`config.mk`:
```
export PLATFORM = sky130hd
export DESIGN_NAME = irq_enable_mask
export DESIGN_NICKNAME = d
export VERILOG_FILES = /design/src/shared/irq_enable_pkg.sv /design/src/hw/sfr_bit_merge.sv /design/src/hw/irq_enable_mask.sv
export SDC_FILE = /design/constraint.sdc
export NUM_CORES = 1
export LEC_CHECK = 0
export BUFFER_PORTS_ARGS = -buffer_cell sky130_fd_sc_hd__clkbuf_2
export CAP_MARGIN = 20
export CELL_PAD_IN_SITES_DETAIL_PLACEMENT = 0
export CELL_PAD_IN_SITES_GLOBAL_PLACEMENT = 1
export CORE_ASPECT_RATIO = 0.9
export CORE_MARGIN = 8
export CORE_UTILIZATION = 29
export CTS_CLUSTER_SIZE = 25
export DETAILED_ROUTE_END_ITERATION = 7
export PLACE_DENSITY = 0.82
export SLEW_MARGIN = 10
export SYNTH_ARGS = -nofsm -noshare
export SYNTH_HDL_FRONTEND = slang
export SYNTH_SLANG_ARGS = --single-unit
export TNS_END_PERCENT = 100
```
`constraint.sdc`:
```
create_clock -name clk_sys_i -period 0.8 [get_ports clk_sys_i]
set_input_delay 0.08 -clock clk_sys_i [delete_from_list [all_inputs] [get_ports clk_sys_i]]
set_output_delay 0.08 -clock clk_sys_i [all_outputs]
set_load 0.005 [all_outputs]
```
`src/shared/irq_enable_pkg.sv`:
```
// Package: constants for the interrupt enable mask register block
package irq_enable_pkg;
  localparam logic [7:0] MASK_ADDR = 8'hA8;
  localparam logic [7:0] MASK_RESET = 8'h00;
  localparam int GLOBAL_BIT = 7;
  localparam int SPI_BIT = 6;
  localparam int TIMER2_BIT = 5;
  localparam int UART_BIT = 4;
  localparam int TIMER1_BIT = 3;
  localparam int PIN1_BIT = 2;
  localparam int TIMER0_BIT = 1;
  localparam int PIN0_BIT = 0;
  localparam int NUM_SOURCES = 7;
endpackage

```
`src/hw/sfr_bit_merge.sv`:
```
// Bit-addressable write merge for one 8-bit special-function register
`timescale 1ns/1ps
module sfr_bit_merge (
  input wire logic [7:0] cur_i,
  input wire logic byte_wr_i,
  input wire logic [7:0] byte_data_i,
  input wire logic bit_wr_i,
  input wire logic [2:0] bit_sel_i,
  input wire logic bit_data_i,
  output logic [7:0] next_o
);
  logic [7:0] bit_mask;
  logic [7:0] bit_val;
  assign bit_mask = 8'h01 << bit_sel_i;
  assign bit_val = bit_data_i ? (cur_i | bit_mask) : (cur_i & ~bit_mask);
  // Byte write takes precedence if both arrive together
  assign next_o = byte_wr_i ? byte_data_i : (bit_wr_i ? bit_val : cur_i);
endmodule

```
`src/hw/irq_enable_mask.sv`:
```
// Interrupt enable mask register with per-source and global request gating
`timescale 1ns/1ps
module irq_enable_mask (
  input wire logic clk_sys_i,
  input wire logic rst_n_i,
  input wire logic [7:0] sfr_addr_i,
  input wire logic sfr_wr_i,
  input wire logic [7:0] sfr_wdata_i,
  input wire logic sfr_rd_i,
  output logic [7:0] sfr_rdata_o,
  input wire logic bit_wr_i,
  input wire logic [7:0] bit_addr_i,
  input wire logic bit_wdata_i,
  input wire logic spi_irq_i,
  input wire logic uart_irq_i,
  input wire logic timer2_low_overflow_flag_i,
  input wire logic timer2_high_overflow_flag_i,
  input wire logic timer1_overflow_flag_i,
  input wire logic timer0_overflow_flag_i,
  input wire logic ext_irq_pin1_i,
  input wire logic ext_irq_pin0_i,
  output logic [6:0] irq_req_o,
  output logic [7:0] interrupt_enable_mask_o
);
  logic rst_meta_n;
  logic rst_n;
  logic [7:0] interrupt_enable_mask;
  logic [7:0] next_interrupt_enable_mask;
  logic [7:0] rdata;
  logic [6:0] src_pending;
  logic [6:0] src_enabled;
  logic [6:0] gated_req;
  // Byte address decode shared by the write and read paths
  function automatic logic sfr_addr_hit(input logic [7:0] addr);
    sfr_addr_hit = (addr == irq_enable_pkg::MASK_ADDR);
  endfunction

  // One-hot select of a bit within the register
  function automatic logic [7:0] bit_onehot(input logic [2:0] sel);
    bit_onehot = 8'h01 << sel;
  endfunction

  wire global_irq_enable = interrupt_enable_mask[irq_enable_pkg::GLOBAL_BIT];
  wire byte_hit = sfr_wr_i && sfr_addr_hit(sfr_addr_i);
  // Bit addresses of this register are 0xA8..0xAF
  wire bit_hit = bit_wr_i && (bit_addr_i[7:3] == irq_enable_pkg::MASK_ADDR[7:3]);
  wire rd_hit = sfr_rd_i && sfr_addr_hit(sfr_addr_i);
  // Checks stay off until both reset copies are high, so power-up unknowns never fire them
  wire chk_off = !rst_n_i || !rst_n;

  always_ff @(posedge clk_sys_i or negedge rst_n_i) begin
    if (!rst_n_i) begin
      rst_meta_n <= 1'b0;
      rst_n <= 1'b0;
    end else begin
      rst_meta_n <= 1'b1;
      rst_n <= rst_meta_n;
    end
  end

  sfr_bit_merge u_merge (
    .cur_i(interrupt_enable_mask),
    .byte_wr_i(byte_hit),
    .byte_data_i(sfr_wdata_i),
    .bit_wr_i(bit_hit),
    .bit_sel_i(bit_addr_i[2:0]),
    .bit_data_i(bit_wdata_i),
    .next_o(next_interrupt_enable_mask)
  );

  always_ff @(posedge clk_sys_i or negedge rst_n) begin
    if (!rst_n) begin
      interrupt_enable_mask <= irq_enable_pkg::MASK_RESET;
    end else begin
      interrupt_enable_mask <= next_interrupt_enable_mask;
    end
  end

  // Source order follows the per-source bit positions 0..6
  assign src_pending[irq_enable_pkg::PIN0_BIT] = ext_irq_pin0_i;
  assign src_pending[irq_enable_pkg::TIMER0_BIT] = timer0_overflow_flag_i;
  assign src_pending[irq_enable_pkg::PIN1_BIT] = ext_irq_pin1_i;
  assign src_pending[irq_enable_pkg::TIMER1_BIT] = timer1_overflow_flag_i;
  assign src_pending[irq_enable_pkg::UART_BIT] = uart_irq_i;
  assign src_pending[irq_enable_pkg::TIMER2_BIT] =
    timer2_low_overflow_flag_i | timer2_high_overflow_flag_i;
  assign src_pending[irq_enable_pkg::SPI_BIT] = spi_irq_i;
  assign src_enabled = interrupt_enable_mask[6:0];
  // Masking never touches the sources' flags, so held requests fire on re-enable
  assign gated_req = {7{global_irq_enable}} & src_enabled & src_pending;
  assign irq_req_o = gated_req;
  assign interrupt_enable_mask_o = interrupt_enable_mask;

  assign rdata = rd_hit ? interrupt_enable_mask : 8'h00;
  always_ff @(posedge clk_sys_i or negedge rst_n) begin
    if (!rst_n) begin
      sfr_rdata_o <= 8'h00;
    end else begin
      sfr_rdata_o <= rdata;
    end
  end

  // Register access checks
  reset_clear_a: assert property (@(posedge clk_sys_i)
    $rose(rst_n) |-> interrupt_enable_mask == irq_enable_pkg::MASK_RESET)
    else $error("mask not cleared by reset");

  reset_hold_a: assert property (@(posedge clk_sys_i)
    !rst_n |-> interrupt_enable_mask == irq_enable_pkg::MASK_RESET &&
      sfr_rdata_o == 8'h00 && irq_req_o == 7'h00)
    else $error("outputs not idle in reset");

  sync_release_a: assert property (@(posedge clk_sys_i)
    $rose(rst_n_i) |-> !rst_n ##1 !rst_n ##1 rst_n)
    else $error("reset release not delayed by two edges");

  byte_write_a: assert property (@(posedge clk_sys_i) disable iff (chk_off)
    byte_hit |=> interrupt_enable_mask == $past(sfr_wdata_i))
    else $error("byte write not stored");

  byte_first_a: assert property (@(posedge clk_sys_i) disable iff (chk_off)
    (byte_hit && bit_hit) |=> interrupt_enable_mask == $past(sfr_wdata_i))
    else $error("byte write did not win over bit write");

  bit_write_a: assert property (@(posedge clk_sys_i) disable iff (chk_off)
    (bit_hit && !byte_hit) |=> interrupt_enable_mask[$past(bit_addr_i[2:0])] ==
      $past(bit_wdata_i))
    else $error("bit write not stored");

  bit_keep_a: assert property (@(posedge clk_sys_i) disable iff (chk_off)
    (bit_hit && !byte_hit) |=>
      (interrupt_enable_mask & ~bit_onehot($past(bit_addr_i[2:0]))) ==
      ($past(interrupt_enable_mask) & ~bit_onehot($past(bit_addr_i[2:0]))))
    else $error("bit write disturbed other bits");

  idle_hold_a: assert property (@(posedge clk_sys_i) disable iff (chk_off)
    (!byte_hit && !bit_hit) |=> interrupt_enable_mask == $past(interrupt_enable_mask))
    else $error("mask changed without a write");

  unmapped_a: assert property (@(posedge clk_sys_i) disable iff (chk_off)
    (sfr_wr_i && !byte_hit && !bit_hit) |=> $stable(interrupt_enable_mask))
    else $error("write to another address changed the mask");

  bit_miss_a: assert property (@(posedge clk_sys_i) disable iff (chk_off)
    (bit_wr_i && !bit_hit && !byte_hit) |=> $stable(interrupt_enable_mask))
    else $error("bit write outside the register changed the mask");

  read_data_a: assert property (@(posedge clk_sys_i) disable iff (chk_off)
    rd_hit |=> sfr_rdata_o == $past(interrupt_enable_mask))
    else $error("read data wrong");

  read_other_a: assert property (@(posedge clk_sys_i) disable iff (chk_off)
    !rd_hit |=> sfr_rdata_o == 8'h00)
    else $error("read data not zero when idle");

  // Request gating checks
  timer2_gate_a: assert property (@(posedge clk_sys_i) disable iff (chk_off)
    irq_req_o[irq_enable_pkg::TIMER2_BIT] == (global_irq_enable &&
      interrupt_enable_mask[irq_enable_pkg::TIMER2_BIT] &&
      (timer2_low_overflow_flag_i || timer2_high_overflow_flag_i)))
    else $error("timer 2 request gating wrong");

  timer1_gate_a: assert property (@(posedge clk_sys_i) disable iff (chk_off)
    irq_req_o[irq_enable_pkg::TIMER1_BIT] == (global_irq_enable &&
      interrupt_enable_mask[irq_enable_pkg::TIMER1_BIT] && timer1_overflow_flag_i))
    else $error("timer 1 request gating wrong");

  timer0_gate_a: assert property (@(posedge clk_sys_i) disable iff (chk_off)
    irq_req_o[irq_enable_pkg::TIMER0_BIT] == (global_irq_enable &&
      interrupt_enable_mask[irq_enable_pkg::TIMER0_BIT] && timer0_overflow_flag_i))
    else $error("timer 0 request gating wrong");

  global_off_a: assert property (@(posedge clk_sys_i) disable iff (chk_off)
    !global_irq_enable |-> irq_req_o == 7'h00)
    else $error("request passed with global enable off");

  held_request_a: assert property (@(posedge clk_sys_i) disable iff (chk_off)
    (!global_irq_enable && interrupt_enable_mask[irq_enable_pkg::UART_BIT] && uart_irq_i) ##1
      (global_irq_enable && interrupt_enable_mask[irq_enable_pkg::UART_BIT] && uart_irq_i)
      |-> irq_req_o[irq_enable_pkg::UART_BIT])
    else $error("held request not served after re-enable");

  pin_gate_a: assert property (@(posedge clk_sys_i) disable iff (chk_off)
    irq_req_o[irq_enable_pkg::PIN0_BIT] == (global_irq_enable &&
      interrupt_enable_mask[irq_enable_pkg::PIN0_BIT] && ext_irq_pin0_i))
    else $error("pin 0 request gating wrong");

  pin1_gate_a: assert property (@(posedge clk_sys_i) disable iff (chk_off)
    irq_req_o[irq_enable_pkg::PIN1_BIT] == (global_irq_enable &&
      interrupt_enable_mask[irq_enable_pkg::PIN1_BIT] && ext_irq_pin1_i))
    else $error("pin 1 request gating wrong");

  uart_gate_a: assert property (@(posedge clk_sys_i) disable iff (chk_off)
    irq_req_o[irq_enable_pkg::UART_BIT] == (global_irq_enable &&
      interrupt_enable_mask[irq_enable_pkg::UART_BIT] && uart_irq_i))
    else $error("uart request gating wrong");

  spi_gate_a: assert property (@(posedge clk_sys_i) disable iff (chk_off)
    irq_req_o[irq_enable_pkg::SPI_BIT] == (global_irq_enable &&
      interrupt_enable_mask[irq_enable_pkg::SPI_BIT] && spi_irq_i))
    else $error("serial peripheral request gating wrong");

  no_spurious_a: assert property (@(posedge clk_sys_i) disable iff (chk_off)
    (irq_req_o & ~src_enabled) == 7'h00)
    else $error("request passed for a masked source");

  // Main scenarios
  enable_cov: cover property (@(posedge clk_sys_i) disable iff (chk_off)
    byte_hit ##1 global_irq_enable);
  req_cov: cover property (@(posedge clk_sys_i) disable iff (chk_off)
    irq_req_o[irq_enable_pkg::TIMER2_BIT]);
  reenable_cov: cover property (@(posedge clk_sys_i) disable iff (chk_off)
    !global_irq_enable && |src_pending ##1 |irq_req_o);
  byte_bit_cov: cover property (@(posedge clk_sys_i) disable iff (chk_off)
    byte_hit && bit_hit);
  read_cov: cover property (@(posedge clk_sys_i) disable iff (chk_off)
    rd_hit ##1 sfr_rdata_o != 8'h00);
endmodule

```
==> summary.txt <==
Run status
  • Status: complete, but fails checks
  • Failing checks: setup timing

STA
  • # setup viols final: 39
  • RSZ-0062 raised after global routing: true
  • Slew Viols, Final: 0
  • Setup ws final: -0.3066 ns
  • Fin crit share: 1.383
  • Layout Skew: 0.0003121 ns
  • Worst slew pin tran: 0.5153 ns
  • Final hold vios: 0
  • Tmin final: 1.107 ns
  • Max-slew headroom: 0.6520
  • Fmax: 903.7 MHz

Setup path
  • CP Data Required Time: 0.72 ns
  • Worst EP arrival: 1.03 ns
  • Reg2reg path depth: 4
  • Slowest CP cell: dfrtp_2
  • CP delay by family, top: flip-flops
  • CP Depth: 2
  • CP Class: reg -> out
  • CP Capture Type: output port
  • Startpoint types: flop
  • CP cell instances: and3_1 > clkbuf_2
  • Slowest stage delay, CP: 0.47 ns
  • Crit-path max FO: 10
  • CP Buf/Inv Count: 1
  • Internal reg-to-reg setup slack: -0.19 ns

Final layout
  • Layout cells sized above 1: 0.5706
  • Most common cell after layout, fill and taps aside: clkbuf_2
  • Most frequent cells in the layout: 60 x clkbuf_2, 18 x buf_4, 17 x dfrtp_1
  • Final #Nets: 210
  • Area grow syn2layout: 63.65%
  • # diodes: 0
  • Final core occ: 0.4979

CTS
  • Clk buf depth: 2
  • TritonCTS Buffers: 3
  • CTS tree: yes
  • CTS root buffer: clkbuf_4
  • Worst-skew pair later-pin latency: 0.28 ns
  • Worst-path clk slew: 0.09 ns
  • # H-tree levels: 1
  • Sink Count: 18

Synth
  • Yosys warns: 0
  • Register area share after synthesis: 0.4865
  • Cell variety after synth: 30
  • Cell area after synthesis: 925.9 sq um
  • Post-Syn Instances: 90
  • Syn Nets: 128
  • Synth Area per Inst: 10.29 sq um
  • Post-synthesis register bit count: 18

Global routing
  • First-pass GRT wire length: 4436 microns
  • Initial antenna violation count: 0
  • Largest net degree at the start of global routing: 17
  • All-layer global routing usage: 0.1051
  • Gr ovfl total: 0
  • Vias in the first global route: 986

Power and ir drop
  • Power Dens Cells: 1252 nW/um^2
  • Total Power: 1.897 mW
  • Sequential fraction of design power: 0.539
  • Comb power frac: 0.245
  • Clk pwr share: 0.216
  • Leakage: 0.7835 nW
  • Worst VDD drop: 0.0004716 V
  • P_sw: 0.4904 mW
  • Int Pwr: 1.407 mW
  • Switch share: 0.2585

Die
  • # rows: 19
  • Die Ht: 69.61 microns
  • Core Region: 3043 sq um
  • Die X: 75.56 microns
  • Initial Util: 0.3043
  • Num ports: 61
  • Overall die area: 5259 sq um

Drt
  • Post-DRT Antenna Nets: 0
  • Avg WL per Cell: 14.13 microns
  • Vias: 1053
  • Initial DRC count: 53
  • Remaining DRCs: 0
  • Vias per inst: 4.967
  • Pre-Repair DR Iteration Count: 4
  • Total wire length: 2995 microns

Place
  • Placer Congestion: 0.7936
  • PortBufs: 60
  • DP HPWL: 2456 microns

Min path
  • Classification of the worst-slack hold path: in -> reg
  • Hold path depth: 3
  • Hold path start: sfr_wdata_i[7]

Run
  • Max cap viols: 0
==> cells in the mapped netlist <==
cell type,number,area (sq um)
dfrtp_1,18,450.4
and2_1,8,50.05
nor4_1,8,50.05
a31oi_1,7,43.79
nand3_1,7,35.03
and3_1,6,37.54
o31ai_1,4,30.03
o41ai_1,4,35.03
buf_1,2,7.510
nand2_1,2,7.510
nand2b_1,2,12.51
nand4_1,2,12.51
nand4bb_1,2,22.52
nor2b_1,2,12.51
a31oi_2,1,12.51
and4_1,1,8.760
and4b_1,1,10.01
buf_2,1,5.000
buf_6,1,11.26
clkbuf_1,1,3.750
clkinv_1,1,3.750
conb_1,1,3.750
inv_1,1,3.750
nor2_1,1,3.750
nor3_2,1,10.01
nor4bb_1,1,10.01
o211a_1,1,10.01
or2_2,1,6.260
or3_1,1,6.260
or4b_1,1,10.01
==> per-layer routing <==
| layer | global-route usage | wire length (microns) |
|---|---|---|
| met5 | 0 | 0 |
| met4 | 0.04478 | 27 |
| met3 | 0.02890 | 338 |
| met2 | 0.1678 | 1423 |
| met1 | 0.1263 | 1205 |
==> timing repair <==
action | CTS | global route
resized for setup | 7 | 6
setup buffers | 4 | 4
pin swaps | 6 | 0
endpoints found under the setup margin | 39 | 39
hold buffers | 1 | 0
endpoints found under the hold margin | 2 | 0
gates cloned | 1 | 0
==> worst reg2reg max path, stage by stage, from the launching register on <==
cell and delay [ns]:
dfrtp_1 0.41, buf_4 0.14, buf_4 0.12, o31ai_1 0.07, a31oi_2 0.12
==> how the worst max path moves through the flow <==
stage | startpoint | to | slack (ns)
floorplan | sfr_addr_i[1] | flop | -0.61
global placement | sfr_addr_i[1] | flop | -0.60
detailed placement | sfr_addr_i[1] | flop | -0.62
CTS | flop | irq_req_o[6] | -0.33
global route | flop | irq_req_o[6] | -0.38
finish | flop | irq_req_o[6] | -0.31
==> power by group through the flow <==
stage / clock (mW) / combinational [mW] / sequential, mW
6_report: 0.410 / 0.465 / 1.02
5_1_grt: 0.455 / 0.508 / 1.04
4_1_cts: 0.421 / 0.410 / 1.03
3_5_place_dp: 0 / 0.357 / 1.05
3_3_place_gp: 0 / 0.345 / 1.05
2_1_floorplan: 0 / 0.121 / 1.04
==> kinds of logic after synthesis <==
group / count (synthesis) / synth area share
buf+inv: 7 / 0.03782
flops: 18 / 0.4865
simple gates: 47 / 0.3297
compound gates: 17 / 0.1419
other cells: 1 / 0.004050
==> area by class of cell <==
type	count	area [sq um]
Clock buffer	3	22.52
Tap cell	42	52.55
Inverter	2	7.507
Timing Repair Buffer	82	473.0
Fill cell	290	1528
Multi-Input combinational cell	65	508.0
Sequential cell	18	451.7
==> per-stage QoR <==
| step | hold slack, ns | instances | setup slack, ns | TNS, ns | cell area, sq um |
|---|---|---|---|---|---|
| 3_3_place_gp | -0.1335 | 199 | -0.6007 | -9.142 | 1345 |
| 4_1_cts | 0.07966 | 208 | -0.3296 | -7.090 | 1448 |
| 3_5_place_dp | -0.1313 | 199 | -0.6158 | -9.504 | 1345 |
| 2_1_floorplan | -0.2156 | 90 | -0.6078 | -7.586 | 935.9 |
| 6_report | 0.08835 | 212 | -0.3066 | -6.889 | 1515 |
| 5_1_grt | 0.08102 | 212 | -0.3762 | -8.475 | 1515 |
Power figures use the tool's default switching activity.
